--- src/gtmr_params.svh ---
`ifndef GTMR_PARAMS_SVH
`define GTMR_PARAMS_SVH

// ==========================================================
// Instances and register map
`define GTMR_NUM 3
`define GTMR_ADDR_W 8
`define GTMR_OFS_CTRL 4'h0
`define GTMR_OFS_GCON 4'h4
`define GTMR_OFS_LOW 4'h8
`define GTMR_OFS_HIGH 4'hc
`define GTMR_ADDR_FLAGS 8'h30
`define GTMR_TSEL_NONE 2'h3
`define GTMR_FLG_OVF_LSB 0
`define GTMR_FLG_GEV_LSB 4

// ==========================================================
// Reset values and masks
`define GTMR_CTRL_RST 8'h00
`define GTMR_GCON_RST 8'h00
`define GTMR_CNT_RST 16'h0000
`define GTMR_CNT_MAX 16'hffff
`define GTMR_CNT_ONE 16'h0001
`define GTMR_CTRL_WMASK 8'hfd

// ==========================================================
// Control register fields
`define GTMR_CS 7:6
`define GTMR_PS 5:4
`define GTMR_SECONDARY_OSCILLATOR 3
`define GTMR_SYNC 2
`define GTMR_ON 0
`define GTMR_CS_LFOSC 2'b11
`define GTMR_CS_PIN 2'b10
`define GTMR_CS_SYS 2'b01
`define GTMR_CS_INSTR 2'b00
`define GTMR_PS_8 2'b11
`define GTMR_PS_4 2'b10
`define GTMR_PS_2 2'b01
`define GTMR_MASK_8 3'h7
`define GTMR_MASK_4 3'h3
`define GTMR_MASK_2 3'h1
`define GTMR_MASK_1 3'h0
`define GTMR_DIV4_LAST 2'h3

// ==========================================================
// Gate control register fields
`define GTMR_GE 7
`define GTMR_POL 6
`define GTMR_GTM 5
`define GTMR_SPM 4
`define GTMR_GO 3
`define GTMR_GVAL 2
`define GTMR_GSS 1:0
`define GTMR_GSS_CMP2 2'b11
`define GTMR_GSS_CMP1 2'b10
`define GTMR_GSS_TMR0 2'b01
`define GTMR_GSS_PIN 2'b00

`endif

--- src/gtmr_pkg.sv ---
`default_nettype none
package gtmr_pkg;

  typedef logic [7:0] gtmr_byte_t;

  typedef enum logic [2:0]
  {
    SP_IDLE = 3'b001,
    SP_ARMED = 3'b010,
    SP_OPEN = 3'b100
  } gtmr_sp_state_t;

endpackage
`default_nettype wire

--- src/gtmr_top.sv ---
// Summary of operation
// - Clock source 11 low-freq osc, 10 pin/secondary osc, 01 sysclk, 00 sysclk/4.
// - Source 10 counts external clock edges, or secondary osc when requested.
// - Prescale 11 divides by 8, 10 by 4, 01 by 2, 00 by 1.
// - Pin or osc source is synchronised unless the bypass bit is set.
// - Internal sources ignore the bypass bit and get no extra sync.
// - Timer on enables counting; off stops it and clears toggle flop.
// - Gate enable makes counting follow gate; else counts freely.
// - Polarity 1 counts while gate high, 0 while gate low.
// - Toggle mode flips gate flop on source rising edge; else cleared.
// - Single-pulse mode takes control of the counting gate.
// - Acquire status reads 1 while armed, hardware clears at completion.
// - Clearing single-pulse mode also clears acquire status.
// - Gate value bit shows latched gate level, whatever gate enable.
// - Gate source 11 cmp2, 10 cmp1, 01 timer0 overflow, 00 pin.
// - Low count byte holds counter bits 7..0, read and write.
// - High count byte holds counter bits 15..8, read and write.
// - Three identical timer instances with full register sets.
// - Counter rolls from ffff to 0000 and sets overflow flag.
// - Falling edge of gate value sets gate event flag always.
// - Armed pulse counts from next active edge to trailing edge only.
// - Timer0 overflow pulse feeds the gate as a rising pulse.
`timescale 1ns/1ps
`default_nettype none
`include "gtmr_params.svh"

module gtmr_top
(
  input wire logic pclk,
  input wire logic presetn,
  input wire logic clk_en,
  input wire logic psel,
  input wire logic penable,
  input wire logic pwrite,
  input wire logic [`GTMR_ADDR_W-1:0] paddr,
  input wire logic [31:0] pwdata,
  output logic [31:0] prdata,
  output logic pready,
  output logic pslverr,
  input wire logic lfosc_clk,
  input wire logic secondary_oscillator_clk,
  input wire logic [`GTMR_NUM-1:0] ext_clk_in,
  input wire logic [`GTMR_NUM-1:0] gate_pin,
  input wire logic cmp1_out,
  input wire logic cmp2_out,
  input wire logic tmr0_ovf,
  output logic [`GTMR_NUM-1:0] overflow_pulse
);

  // ==========================================================
  // Helpers
  function automatic logic [2:0] presc_mask(input logic [1:0] ps);
    case (ps)
      `GTMR_PS_8: presc_mask = `GTMR_MASK_8;
      `GTMR_PS_4: presc_mask = `GTMR_MASK_4;
      `GTMR_PS_2: presc_mask = `GTMR_MASK_2;
      default: presc_mask = `GTMR_MASK_1;
    endcase
  endfunction

  function automatic logic rise(input logic now, input logic prev);
    rise = now & ~prev;
  endfunction

  // ==========================================================
  // APB slave
  logic access, wr, hit_t, hit_flags;
  logic [1:0] tsel;
  logic [3:0] ofs;
  logic [31:0] next_prdata;

  gtmr_pkg::gtmr_byte_t ctrl [`GTMR_NUM];
  gtmr_pkg::gtmr_byte_t gcon [`GTMR_NUM];
  logic [15:0] cnt [`GTMR_NUM];
  logic gval [`GTMR_NUM];
  logic [`GTMR_NUM-1:0] ovf_f, gev_f;
  wire [`GTMR_NUM-1:0] ovf_ev, gev_ev;

  assign access = psel & penable & pready;
  assign wr = access & pwrite;
  assign tsel = paddr[5:4];
  assign ofs = paddr[3:0];
  assign hit_t = (paddr[7:6] == 2'b00) & (tsel != `GTMR_TSEL_NONE)
    & (ofs[1:0] == 2'b00);
  assign hit_flags = (paddr == `GTMR_ADDR_FLAGS);

  // One wait state keeps read data registered
  always_ff @(posedge pclk or negedge presetn)
  begin
    if (!presetn)
      pready <= 1'b0;
    else if (clk_en)
      pready <= psel & penable & ~pready;
  end

  always_comb
  begin
    next_prdata = 32'h0000_0000;
    if (hit_flags)
    begin
      next_prdata[`GTMR_FLG_OVF_LSB +: `GTMR_NUM] = ovf_f;
      next_prdata[`GTMR_FLG_GEV_LSB +: `GTMR_NUM] = gev_f;
    end
    else if (hit_t)
    begin
      case (ofs)
        `GTMR_OFS_CTRL: next_prdata[7:0] = ctrl[tsel];
        `GTMR_OFS_GCON:
        begin
          next_prdata[7:0] = gcon[tsel];
          next_prdata[`GTMR_GVAL] = gval[tsel];
        end
        `GTMR_OFS_LOW: next_prdata[7:0] = cnt[tsel][7:0];
        `GTMR_OFS_HIGH: next_prdata[7:0] = cnt[tsel][15:8];
        default: next_prdata = 32'h0000_0000;
      endcase
    end
  end

  always_ff @(posedge pclk or negedge presetn)
  begin
    if (!presetn)
    begin
      prdata <= 32'h0000_0000;
      pslverr <= 1'b0;
    end
    else if (clk_en)
    begin
      if (psel & penable & ~pready)
      begin
        prdata <= pwrite ? 32'h0000_0000 : next_prdata;
        pslverr <= ~(hit_t | hit_flags);
      end
    end
  end

  // ==========================================================
  // Shared clock sources
  logic [1:0] div4;
  logic lf_prev, lf_edge;

  always_ff @(posedge pclk or negedge presetn)
  begin
    if (!presetn)
    begin
      div4 <= 2'h0;
      lf_prev <= 1'b0;
    end
    else if (clk_en)
    begin
      div4 <= 2'(div4 + 2'h1);
      lf_prev <= lfosc_clk;
    end
  end

  // Internal oscillator needs no extra sync stage
  assign lf_edge = rise(lfosc_clk, lf_prev);

  // ==========================================================
  // Flags, set wins over a same-cycle clear
  logic [`GTMR_NUM-1:0] ovf_clr, gev_clr;

  assign ovf_clr = (wr & hit_flags)
    ? pwdata[`GTMR_FLG_OVF_LSB +: `GTMR_NUM] : '0;
  assign gev_clr = (wr & hit_flags)
    ? pwdata[`GTMR_FLG_GEV_LSB +: `GTMR_NUM] : '0;

  always_ff @(posedge pclk or negedge presetn)
  begin
    if (!presetn)
    begin
      ovf_f <= '0;
      gev_f <= '0;
      overflow_pulse <= '0;
    end
    else if (clk_en)
    begin
      ovf_f <= ovf_ev | (ovf_f & ~ovf_clr);
      gev_f <= gev_ev | (gev_f & ~gev_clr);
      overflow_pulse <= ovf_ev;
    end
  end

  // ==========================================================
  // Timer instances
  genvar k;
  generate
    for (k = 0; k < `GTMR_NUM; k++)
    begin : g_tm
      logic sel_k, wr_ctrl, wr_gcon, wr_low, wr_high;
      logic src_in, s1, s2, s3, raw_prev, pin_edge, tick, ptick;
      logic [2:0] pcnt;
      logic gsrc, gsrc_prev, tff, g, gp, gp_prev, eff, gval_prev;
      logic go_done, count_en, inc;
      gtmr_pkg::gtmr_sp_state_t sp, next_sp;

      assign sel_k = wr & hit_t & (tsel == 2'(k));
      assign wr_ctrl = sel_k & (ofs == `GTMR_OFS_CTRL);
      assign wr_gcon = sel_k & (ofs == `GTMR_OFS_GCON);
      assign wr_low = sel_k & (ofs == `GTMR_OFS_LOW);
      assign wr_high = sel_k & (ofs == `GTMR_OFS_HIGH);
      // Registers
      always_ff @(posedge pclk or negedge presetn)
      begin
        if (!presetn)
          ctrl[k] <= `GTMR_CTRL_RST;
        else if (clk_en & wr_ctrl)
          ctrl[k] <= pwdata[7:0] & `GTMR_CTRL_WMASK;
      end

      assign go_done = (sp == gtmr_pkg::SP_OPEN) & ~gp;

      always_ff @(posedge pclk or negedge presetn)
      begin
        if (!presetn)
          gcon[k] <= `GTMR_GCON_RST;
        else if (clk_en)
        begin
          if (wr_gcon)
          begin
            gcon[k] <= pwdata[7:0];
            gcon[k][`GTMR_GVAL] <= 1'b0;
            if (!pwdata[`GTMR_SPM])
              gcon[k][`GTMR_GO] <= 1'b0;
          end
          else if (!gcon[k][`GTMR_SPM] | go_done)
            gcon[k][`GTMR_GO] <= 1'b0;
        end
      end
      // Clock selection; a pin source goes through two stages
      // unless bypassed, trading latency for metastability margin
      assign src_in = ctrl[k][`GTMR_SECONDARY_OSCILLATOR]
        ? secondary_oscillator_clk : ext_clk_in[k];

      always_ff @(posedge pclk or negedge presetn)
      begin
        if (!presetn)
        begin
          s1 <= 1'b0;
          s2 <= 1'b0;
          s3 <= 1'b0;
          raw_prev <= 1'b0;
        end
        else if (clk_en)
        begin
          s1 <= src_in;
          s2 <= s1;
          s3 <= s2;
          raw_prev <= src_in;
        end
      end

      assign pin_edge = ctrl[k][`GTMR_SYNC]
        ? rise(src_in, raw_prev) : rise(s2, s3);

      always_comb
      begin
        case (ctrl[k][`GTMR_CS])
          `GTMR_CS_LFOSC: tick = lf_edge;
          `GTMR_CS_PIN: tick = pin_edge;
          `GTMR_CS_SYS: tick = 1'b1;
          `GTMR_CS_INSTR: tick = (div4 == `GTMR_DIV4_LAST);
          default: tick = 1'b0;
        endcase
      end
      // Prescaler
      always_ff @(posedge pclk or negedge presetn)
      begin
        if (!presetn)
          pcnt <= 3'h0;
        else if (clk_en)
        begin
          if (!ctrl[k][`GTMR_ON])
            pcnt <= 3'h0;
          else if (tick)
            pcnt <= 3'(pcnt + 3'h1);
        end
      end

      assign ptick = tick & ((pcnt & presc_mask(ctrl[k][`GTMR_PS]))
        == presc_mask(ctrl[k][`GTMR_PS]));
      // Gate path
      always_comb
      begin
        case (gcon[k][`GTMR_GSS])
          `GTMR_GSS_CMP2: gsrc = cmp2_out;
          `GTMR_GSS_CMP1: gsrc = cmp1_out;
          `GTMR_GSS_TMR0: gsrc = tmr0_ovf;
          `GTMR_GSS_PIN: gsrc = gate_pin[k];
          default: gsrc = 1'b0;
        endcase
      end

      always_ff @(posedge pclk or negedge presetn)
      begin
        if (!presetn)
        begin
          gsrc_prev <= 1'b0;
          tff <= 1'b0;
        end
        else if (clk_en)
        begin
          gsrc_prev <= gsrc;
          if (!ctrl[k][`GTMR_ON] | !gcon[k][`GTMR_GTM])
            tff <= 1'b0;
          else if (rise(gsrc, gsrc_prev))
            tff <= ~tff;
        end
      end

      assign g = gcon[k][`GTMR_GTM] ? tff : gsrc;
      assign gp = gcon[k][`GTMR_POL] ? g : ~g;
      // Single-pulse acquisition
      always_comb
      begin
        next_sp = sp;
        case (sp)
          gtmr_pkg::SP_IDLE:
            if (gcon[k][`GTMR_SPM] & gcon[k][`GTMR_GO])
              next_sp = gtmr_pkg::SP_ARMED;
          gtmr_pkg::SP_ARMED:
            if (rise(gp, gp_prev))
              next_sp = gtmr_pkg::SP_OPEN;
          gtmr_pkg::SP_OPEN:
            if (!gp)
              next_sp = gtmr_pkg::SP_IDLE;
          default: next_sp = gtmr_pkg::SP_IDLE;
        endcase
        if (!gcon[k][`GTMR_SPM] | !gcon[k][`GTMR_GO])
          next_sp = gtmr_pkg::SP_IDLE;
      end

      always_ff @(posedge pclk or negedge presetn)
      begin
        if (!presetn)
        begin
          sp <= gtmr_pkg::SP_IDLE;
          gp_prev <= 1'b0;
        end
        else if (clk_en)
        begin
          sp <= next_sp;
          gp_prev <= gp;
        end
      end

      assign eff = gcon[k][`GTMR_SPM]
        ? ((sp == gtmr_pkg::SP_OPEN) & gp) : gp;
      // Gate value and gate event
      always_ff @(posedge pclk or negedge presetn)
      begin
        if (!presetn)
        begin
          gval[k] <= 1'b0;
          gval_prev <= 1'b0;
        end
        else if (clk_en)
        begin
          gval[k] <= eff;
          gval_prev <= gval[k];
        end
      end

      assign gev_ev[k] = clk_en & gval_prev & ~gval[k];
      // Counter; a software write beats the increment
      assign count_en = ctrl[k][`GTMR_ON]
        & (~gcon[k][`GTMR_GE] | gval[k]);
      assign inc = count_en & ptick & ~wr_low & ~wr_high;
      assign ovf_ev[k] = clk_en & inc & (cnt[k] == `GTMR_CNT_MAX);

      always_ff @(posedge pclk or negedge presetn)
      begin
        if (!presetn)
          cnt[k] <= `GTMR_CNT_RST;
        else if (clk_en)
        begin
          if (wr_low)
            cnt[k][7:0] <= pwdata[7:0];
          else if (wr_high)
            cnt[k][15:8] <= pwdata[7:0];
          else if (inc)
            cnt[k] <= 16'(cnt[k] + `GTMR_CNT_ONE);
        end
      end
    end
  endgenerate

endmodule // gtmr_top

`default_nettype wire

--- config.mk ---
export PLATFORM = sky130hd
export DESIGN_NAME = gtmr_top
export DESIGN_NICKNAME = d
export VERILOG_FILES = /design/src/gtmr_pkg.sv /design/src/gtmr_top.sv
export VERILOG_INCLUDE_DIRS = /design/src
export SDC_FILE = /design/constraint.sdc
export NUM_CORES = 1
export LEC_CHECK = 0
export BUFFER_PORTS_ARGS = -buffer_cell sky130_fd_sc_hd__clkbuf_2
export CAP_MARGIN = 20
export CORE_MARGIN = 4
export CORE_UTILIZATION = 30
export DETAILED_ROUTE_END_ITERATION = 16
export PLACE_DENSITY = 0.56
export SYNTH_ARGS = -nofsm -noshare
export SYNTH_HDL_FRONTEND = slang
export SYNTH_SLANG_ARGS = --single-unit
export TNS_END_PERCENT = 100
--- constraint.sdc ---
create_clock -name pclk -period 2.9 [get_ports pclk]
set_input_delay 0 -clock pclk [delete_from_list [all_inputs] [get_ports pclk]]
set_output_delay 0 -clock pclk [all_outputs]
set_load 0.01 [all_outputs]
# Word level (Yosys, flattened, before mapping)
# Cells that the tools add are included.
# totals
ff_bits,178
out_inout_bits,37
wordCells,407
# classes
add_sub_neg,7
magnitude_cmp,1
n_eq_ne,65
n_mux,91
bitwise,134
n_reduce_logical,56
# ops
op,count
8-bit two-way mux,14
16-bit two-way mux,5
1-bit AND,75
3-bit two-way mux,22
3-bit one-hot mux with 3 select lines,6
"16-bit by 1-bit adder with 16-bit output, second input constant",3
"16-bit == test, second input constant",3
"2-bit == test, second input constant",20
1-bit NOT,36
16-bit binary-select mux with 2-bit select,1
8-bit binary-select mux with 2-bit select,2
1-bit two-way mux,32
32-bit two-way mux,1
8-bit one-hot mux with 4 select lines,1
2-bit AND reduction,13
1-bit one-hot mux with 4 select lines,6
2-bit nonzero test,12
"2-bit by 1-bit == test with 1-bit output, second input constant",10
2-bit zero test,9
"3-bit inequality test, second input constant",6
3-bit AND reduction,6
3-bit AND,5
1-bit bitwise OR,13
1-bit zero test,12
other kinds (19),41

# Longest topological paths before layout
# Gate-level depths: netlist of run 1.
# depth
ltp_word,12
depth_mapped,10
depth_no_buf,6

# Worst setup path after synthesis of run 1
# Ideal clock, no wire load.
# synth_path
kind,flip-flop to flip-flop
from,register pready
to,register overflow_pulse[1]
setup_ns,0.077
t_arrival_ns,2.141
setup_slack_ns,0.682
path_stages_with_launch,9
synth_period_minus_slack_ns,2.218
path_cell_list,dfrtp_1 and4_1 and3_1 and2_1 buf_2 or3_1 buf_2 or4_1 o21ai_1
# synth_between
elab_chain_cells,10
# synth_lines
element,line_no,rtl
start: declaration,gtmr_top.sv:38,"output logic pready,"
start signal: assignment,gtmr_top.sv:93,pready <= psel & penable & ~pready;
1-bit AND *,gtmr_top.sv:79,assign access = psel & penable & pready;
1-bit AND *,gtmr_top.sv:80,assign wr = access & pwrite;
1-bit AND * (2 in series),gtmr_top.sv:197,assign sel_k = wr & hit_t & (tsel == 2'(k));
1-bit AND,gtmr_top.sv:200,assign wr_low = sel_k & (ofs == `GTMR_OFS_LOW);
1-bit NOT (no line),--,
1-bit AND,gtmr_top.sv:368,assign inc = count_en & ptick & ~wr_low & ~wr_high;
1-bit AND *,gtmr_top.sv:368,
1-bit AND * (2 in series),gtmr_top.sv:369,assign ovf_ev[k] = clk_en & inc & (cnt[k] == `GTMR_CNT_MAX);
end signal: assignment,gtmr_top.sv:180,overflow_pulse <= ovf_ev;
end: declaration,gtmr_top.sv:47,output logic [`GTMR_NUM-1:0] overflow_pulse
# Mark *: on every way between the ends. The rest lies on a longest branch, timed or not.
# A chain may end at the register's enable or synchronous reset.

# Worst setup path after layout of run 1
# layout_path
from,register ctrl[22] (netlist name)
to,register cnt[35] (netlist name)
# layout_between
elab_chain_cells,8
# layout_lines
element,line_no,rtl
start: declaration,gtmr_top.sv:72,gtmr_pkg::gtmr_byte_t ctrl [`GTMR_NUM];
start signal: indexed assignment,gtmr_top.sv:206,ctrl[k] <= `GTMR_CTRL_RST;
start signal: indexed assignment,gtmr_top.sv:208,ctrl[k] <= pwdata[7:0] & `GTMR_CTRL_WMASK;
2-bit by 1-bit == test with 1-bit output (tied with other cells),gtmr_top.sv:258,case (ctrl[k][`GTMR_CS])
1-bit one-hot mux with 4 select lines *,gtmr_top.sv:258,
1-bit AND *,gtmr_top.sv:280,assign ptick = tick & ((pcnt & presc_mask(ctrl[k][`GTMR_PS]))
1-bit AND * (3 in series),gtmr_top.sv:368,
2-bit nonzero test (no line) *,--,
3-bit AND reduction (no line) *,--,
end signal: indexed assignment,gtmr_top.sv:374,cnt[k] <= `GTMR_CNT_RST;
end signal: indexed assignment,gtmr_top.sv:378,cnt[k][7:0] <= pwdata[7:0];
end signal: indexed assignment,gtmr_top.sv:380,cnt[k][15:8] <= pwdata[7:0];
end: declaration,gtmr_top.sv:74,logic [15:0] cnt [`GTMR_NUM];
# Marked as above.

==> impl_table.tex, run 1 <==
\begin{tabular}{lr}
\hline
Metric & Value \\
\hline
\multicolumn{2}{l}{\textbf{Outcome}} \\
Outcome & complete, no violations \\
\multicolumn{2}{l}{\textbf{STA}} \\
Clock skew & 0.0155 ns \\
Final-report hold violation count & 0 \\
Final-report setup violation count & 0 \\
FMAX & 0.395 GHz \\
Measured slew at the worst slew-check pin & 0.909 ns \\
Min Hold Slack & 0.0348 ns \\
Slew Viols, Final & 0 \\
Period utilisation layout & 87.3\% \\
Setup repair after global routing missed its margin & no \\
Worst-case headroom to the max-slew limit & 39.4\% \\
Setup TNS Final & 0 ns \\
Min Tclk post-route & 2.53 ns \\
\multicolumn{2}{l}{\textbf{Clock network}} \\
Buffers from clock root to sink, at most & 2 \\
Worst-path clk slew & 0.08 ns \\
Number of buffers added for setup after CTS & 0 \\
Clock Sink Count & 154 \\
Number of buffers created by CTS & 17 \\
H-tree Lvls & 4 \\
Quantity of hold-fixing buffers added after cts & 10 \\
Worst skew pair latency & 0.45 ns \\
Resized cells post-CTS & 0 \\
TritonCTS clock tree & built \\
Clock tree root buffer cell & clkbuf\_16 \\
\multicolumn{2}{l}{\textbf{Placement}} \\
DP Wirelength & 21800 µm \\
Cell count after placement & 1424 \\
Instance area at placement & 0.0100 mm² \\
RePlAce Congestion & 0.923 \\
Number of port buffers & 45 \\
\multicolumn{2}{l}{\textbf{Power and ir drop}} \\
Static power due to leakage & 4.55 nW \\
Maximum ir drop on the vdd rail & 0.000414 V \\
Power Dens Cells & 478 mW/mm² \\
Post-layout total power & 0.00514 W \\
\multicolumn{2}{l}{\textbf{Floorplan}} \\
Floorplan Core Area & 0.0308 mm² \\
Horiz. Die Dim & 185 µm \\
Placement row count & 64 \\
Initial standard-cell utilization of the core & 30.6\% \\
Number of top-level pins & 94 \\
Die outline area & 0.0343 mm² \\
Die height & 185 µm \\
\multicolumn{2}{l}{\textbf{Yosys}} \\
Synth Area per Inst & 9.20 µm² \\
Cell taking the most area after synthesis & dfrtp\_1 \\
Count of yosys warnings during synthesis & 0 \\
Most area-consuming cells after synthesis & dfrtp\_1, mux2\_2, mux2i\_1, nand2\_1, nor2\_1 \\
Number of enable flip-flop cells after synthesis & 0 \\
Number of instances in the synthesized netlist & 1025 \\
Post-synth top flop & dfrtp\_1 \\
Cell variety after synth & 78 \\
Combined area of all synthesized cells & 0.00943 mm² \\
Flops \& latches, synth & 154 \\
Part of the Yosys area used for sequential elements & 40.9\% \\
Top-area cell type share of the netlist area & 40.1\% \\
Asr flop ratio synth & 100\% \\
\multicolumn{2}{l}{\textbf{Worst setup path}} \\
Data required time at the worst endpoint & 3.26 ns \\
Worst Path Buf+Inv & 0 \\
Category of the worst setup path launch point & flop \\
Crit path kind & flop to flop \\
Cell at the slowest stage of the critical path & a21oi\_1 \\
Critical path capture point type & flop \\
Kind of cell with the highest combined delay on the critical path & simple AND/OR/NAND/NOR gates \\
Critical path data arrival time & 2.89 ns \\
Maximum fanout count along the critical path & 11 \\
Critical-path cell list & nand2b\_1 > or4b\_1 > a21oi\_1 > a311oi\_1 > nor3\_1 \\
Worst path max stage delay & 0.77 ns \\
\multicolumn{2}{l}{\textbf{Detailed routing}} \\
First-iteration detailed-routing DRC count & 969 \\
Pre-antenna DRT Iters & 6 \\
Post-detailed-routing wire length & 30600 µm \\
DR DRC count & 0 \\
Average wire length per cell after detail routing & 20.8 µm \\
Total vias in the final route & 8517 \\
Vias per inst & 5.80 \\
Count of antenna-violating nets left after detailed routing & 0 \\
\multicolumn{2}{l}{\textbf{Min path}} \\
Type of the worst min-delay path & primary input to flop \\
\multicolumn{2}{l}{\textbf{Layout}} \\
Area growth, synth to finish & 13.9\% \\
Number of cells in the finished layout apart from fillers & 1468 \\
Area of all placed cells without fillers & 0.0107 mm² \\
Fraction of layout instances using a drive strength above 1 & 17.5\% \\
Most frequent cells in the layout & dfrtp\_1, nand2\_1, nor2\_1 \\
Most common cell after layout, fill and taps aside & dfrtp\_1 \\
Final layout net count & 1121 \\
\multicolumn{2}{l}{\textbf{Global route}} \\
Number of global-route vias before repair & 8116 \\
Wire length of the first global-routing pass & 47400 µm \\
Antenna violations before repair & 2 \\
Global Route Usage Sum & 17.9\% \\
Grt total ovfl & 0 \\
Largest net degree at the start of global routing & 80 \\
\multicolumn{2}{l}{\textbf{Job}} \\
MaxCap Viol Count & 0 \\
\hline
\end{tabular}
routing by layer:
layer | vias up | GRT usage [%] | part of all wire [%]
li1 | 3887 | - | -
met1 | 4235 | 25.8 | 46
met2 | 345 | 26.8 | 44
met3 | 50 | 3.67 | 7.3
met4 | 0 | 5.58 | 2.2
met5 | - | 0 | 0
kinds of logic (layout without fill, tap and decap cells):
| logic type | after synthesis | in the layout | share of synthesized area, % |
|---|---|---|---|
| and+or+nand+nor | 370 | 370 | 20.4 |
| muxes | 97 | 97 | 11.5 |
| adders and majority gates | 7 | 7 | 0.929 |
| AOI/OAI and AO/OA | 275 | 275 | 20.2 |
| xor gates and xnor gates | 4 | 4 | 0.372 |
| DFF | 154 | 154 | 40.9 |
| buffers and inverters | 117 | 139 | 5.71 |
| other | 1 | 26 | 0.0398 |
flip-flops by register name, indices dropped and copies added (netlist names), 2 cells and up:
name and cells:
cnt 48, ctrl 21, div4 2, g_tm.gp_prev 3
g_tm.gsrc_prev 3, g_tm.gval_prev 3, g_tm.pcnt 9, g_tm.raw_prev 3
g_tm.s2 3, g_tm.s3 3, g_tm.sp 9, g_tm.tff 3
gcon 21, gev_f 3, gval 3, overflow_pulse 3
ovf_f 3, prdata 8
cell usage after synthesis (all sizes together), types with 13 or more instances:
cell / number
a211oi: 18
a21oi: 56
a31oi: 13
and3: 27
and4: 13
buf: 40
clkbuf: 54
dfrtp: 151
inv: 22
mux2: 58
mux2i: 36
nand2: 91
nand3: 28
nand4: 18
nor2: 82
nor3: 33
o21ai: 56
o22ai: 17
path summary, 6_finish.rpt:
path / start / endpoint / slack, ns / cells past startpoint
setup / recovery: ctrl[22] / cnt[35] / 0.37 / 5
hold / removal: clk_en / g_tm[2].raw_prev / 0.03 / 2
setup reg to reg: ctrl[22] / cnt[35] / 0.37 / 5
hold reg to reg: div4[0] / div4[0] / 0.47 / 1
max in group asynchronous: presetn / cnt[28] / 1.87 / 3
min in group asynchronous: presetn / g_tm[2].s2 / 0.16 / 2
final cells by class:
| cell class | instances | area, µm² |
|---|---|---|
| diodes | 2 | 5.00 |
| clock buffers | 17 | 425 |
| clock inverters | 15 | 155 |
| fillers | 3115 | 20100 |
| inverters | 23 | 86.3 |
| multi-input cells | 777 | 5130 |
| flip-flops and latches | 154 | 3860 |
| well taps | 396 | 495 |
| repair buffers | 84 | 577 |
report_power, final:
group          total (W)  leakage, nW  internal [W]  switching [W]
combinational   0.000652         2.26      0.000219       0.000433
sequential       0.00227         2.01       0.00221      0.0000536
clock            0.00222        0.286       0.00115        0.00107
total            0.00514         4.55       0.00358        0.00156
per-stage QoR:
| stage | util (%) | setup WS [ns] |
|---|---|---|
| final | 34.8 | 0.368 |
| after global routing | 34.8 | 0.205 |
| after CTS | 34.8 | 0.415 |
| after detailed placement | 32.6 | 0.450 |
| after global placement | 32.6 | 0.469 |
| after floorplan | - | 0.682 |
Power figures use the tool's default switching activity.
==> run 2: changes to the inputs <==
- PLACE_DENSITY: 0.56 -> not set
- PLACE_DENSITY_LB_ADDON: not set -> 0.3
==> run 2 against run 1 <==
Net effect:
- first-iteration DRC count increased by 0.72%
- setup slack worse by 0.013 ns
- hold slack improved by 0.044 ns
- fmax decreased by 0.51%
- combinational power is 3% higher
- power increased by 1.2%
- non-clock buffer count down 1
- die area is the same
- via count down 0.26%
- cell area down 0.13%
- sequential power is essentially flat
- clock power rose by 2%
- critical endpoint unchanged
==> impl_table.tex, run 2 (synthesis results as in run 1) <==
\begin{tabular}{lr}
\hline
Metric & Value \\
\hline
\multicolumn{2}{l}{\textbf{Clock network}} \\
Buffers from clock root to sink, at most & 2 \\
Worst skew pair latency & 0.44 ns \\
Quantity of hold-fixing buffers added after cts & 9 \\
Resized cells post-CTS & 0 \\
H-tree Lvls & 4 \\
Clock Sink Count & 154 \\
TritonCTS clock tree & built \\
Number of buffers created by CTS & 17 \\
Number of buffers added for setup after CTS & 0 \\
Worst-path clk slew & 0.07 ns \\
Clock tree root buffer cell & clkbuf\_16 \\
\multicolumn{2}{l}{\textbf{Min path}} \\
Worst Hold Launch & psel \\
Type of the worst min-delay path & primary input to flop \\
Cell count of the worst hold path & 4 \\
Worst min-delay path endpoint & pready \\
\multicolumn{2}{l}{\textbf{Global route}} \\
Global Route Usage Sum & 18.1\% \\
Number of global-route vias before repair & 8077 \\
Antenna violations before repair & 1 \\
Grt total ovfl & 0 \\
Wire length of the first global-routing pass & 48200 µm \\
Largest net degree at the start of global routing & 76 \\
\multicolumn{2}{l}{\textbf{Detailed routing}} \\
Pre-antenna DRT Iters & 6 \\
Vias per inst & 5.80 \\
Wire length on met1 & 14500 µm \\
Post-detailed-routing wire length & 30900 µm \\
Met2 routed wirelength & 13600 µm \\
DR DRC count & 0 \\
Count of antenna-violating nets left after detailed routing & 0 \\
Total vias in the final route & 8495 \\
First-iteration detailed-routing DRC count & 976 \\
Average wire length per cell after detail routing & 21.1 µm \\
Sum of met3 wire segment lengths after detailed routing & 2190 µm \\
Uppermost layer routed & met4 \\
\multicolumn{2}{l}{\textbf{Worst setup path}} \\
Reg2reg setup slack & 0.35 ns \\
Critical register-to-register path endpoint & cnt[35] \\
Register-to-Register Path Depth & 5 \\
Category of the worst setup path launch point & flop \\
Critical path data arrival time & 2.90 ns \\
Launching point of the worst reg2reg path & ctrl[22] \\
Critical path capture point type & flop \\
Crit path kind & flop to flop \\
Maximum fanout count along the critical path & 11 \\
Data required time at the worst endpoint & 3.25 ns \\
\multicolumn{2}{l}{\textbf{Layout}} \\
Final layout net count & 1120 \\
Area growth, synth to finish & 13.7\% \\
Largest registers ranked by flip-flop count & cnt (48), ctrl (21), gcon (21) \\
Number of antenna cells inserted & 0 \\
Number of flip-flops under the largest register name & 48 \\
Fraction of layout instances using a drive strength above 1 & 17.5\% \\
Register with the most flip-flops & cnt \\
Most frequent cells in the layout & dfrtp\_1, nand2\_1, nor2\_1 \\
Most common cell after layout, fill and taps aside & dfrtp\_1 \\
Fill cell instance count of the final layout & 3135 \\
\multicolumn{2}{l}{\textbf{STA}} \\
Period utilisation layout & 87.8\% \\
Final-report setup violation count & 0 \\
Final-report hold violation count & 0 \\
Clock skew & 0.00892 ns \\
Measured slew at the worst slew-check pin & 1.01 ns \\
Worst-case headroom to the max-slew limit & 32.5\% \\
Min Tclk post-route & 2.55 ns \\
Setup TNS Final & 0 ns \\
Setup repair after global routing missed its margin & no \\
Slew Viols, Final & 0 \\
FMAX & 0.393 GHz \\
\multicolumn{2}{l}{\textbf{Floorplan}} \\
Horiz. Die Dim & 185 µm \\
Number of top-level pins & 94 \\
Floorplan Core Area & 0.0308 mm² \\
Die outline area & 0.0343 mm² \\
Die height & 185 µm \\
Initial standard-cell utilization of the core & 30.6\% \\
Placement row count & 64 \\
\multicolumn{2}{l}{\textbf{Placement}} \\
Number of port buffers & 45 \\
DP Wirelength & 22000 µm \\
RePlAce Congestion & 0.923 \\
\multicolumn{2}{l}{\textbf{Power and ir drop}} \\
Post-layout total power & 0.00520 W \\
Power Dens Cells & 485 mW/mm² \\
Static power due to leakage & 4.55 nW \\
Maximum ir drop on the vdd rail & 0.000457 V \\
\multicolumn{2}{l}{\textbf{Job}} \\
MaxCap Viol Count & 0 \\
\multicolumn{2}{l}{\textbf{Outcome}} \\
Outcome & complete, no violations \\
\hline
\end{tabular}
run 2: cell count changes in the layout (fill, tap and decap cells not counted):
cell,previous run,this run
dlygate4sd3_1,10,9
inv_8,2,4
clkinv_8,3,0
clkinvlp_4,0,2
diode_2,2,0
bufinv_16,0,1
inv_6,6,4
run 2: worst max path at each step:
stage	start	to	slack [ns]	depth (start not counted)
after floorplan	pready	overflow_pulse[1]	0.68	8
after global placement	ctrl[22]	cnt[47]	0.45	5
after detailed placement	ctrl[22]	cnt[47]	0.41	5
after CTS	ctrl[22]	cnt[35]	0.39	5
after global routing	ctrl[22]	cnt[35]	0.10	6
final	ctrl[22]	cnt[35]	0.35	5
run 2: report_power, final:
group	switching, W	total (W)	internal, W
Sequential	0.0000542	0.00227	0.00221
Combinational	0.000449	0.000671	0.000221
Clock	0.00104	0.00226	0.00122
run 2: area by class of cell:
class	count	area, µm²	share of cell area (%)
flip-flops and latches	154	3860	36.0
clock buffers	17	425	3.97
multi-input cells	777	5130	47.9
repair buffers	83	567	5.29
inverters	23	86.3	0.805
well taps	396	495	4.62
clock inverters	15	156	1.46
run 2: worst max-delay path, cell delays in order (launching register included):
cell,delay [ns]
dfrtp_1,0.43
nand2b_1,0.19
or4b_1,0.69
a21oi_1,0.74
a311oi_1,0.20
nor3_1,0.21
run 2: layer usage:
layer  vias to the layer above  track usage, %
li1                       3881               -
met1                      4248            26.4
met2                       323            27.2
met3                        43            3.81
met4                         0            4.90
met5                         -               0
run 2: stage by stage:
step                utilization (%)  hold WS [ns]  instances  instance area, µm²  setup WS, ns
global route                   34.8        0.0821       1465               10700         0.102
floorplan                         -        -0.296       1048                9510         0.682
detailed placement             32.6        0.0913       1424               10000         0.412
finish                         34.8        0.0791       1465               10700         0.355
CTS                            34.8        0.0568       1465               10700         0.394
global placement               32.6        0.0910       1424               10000         0.454
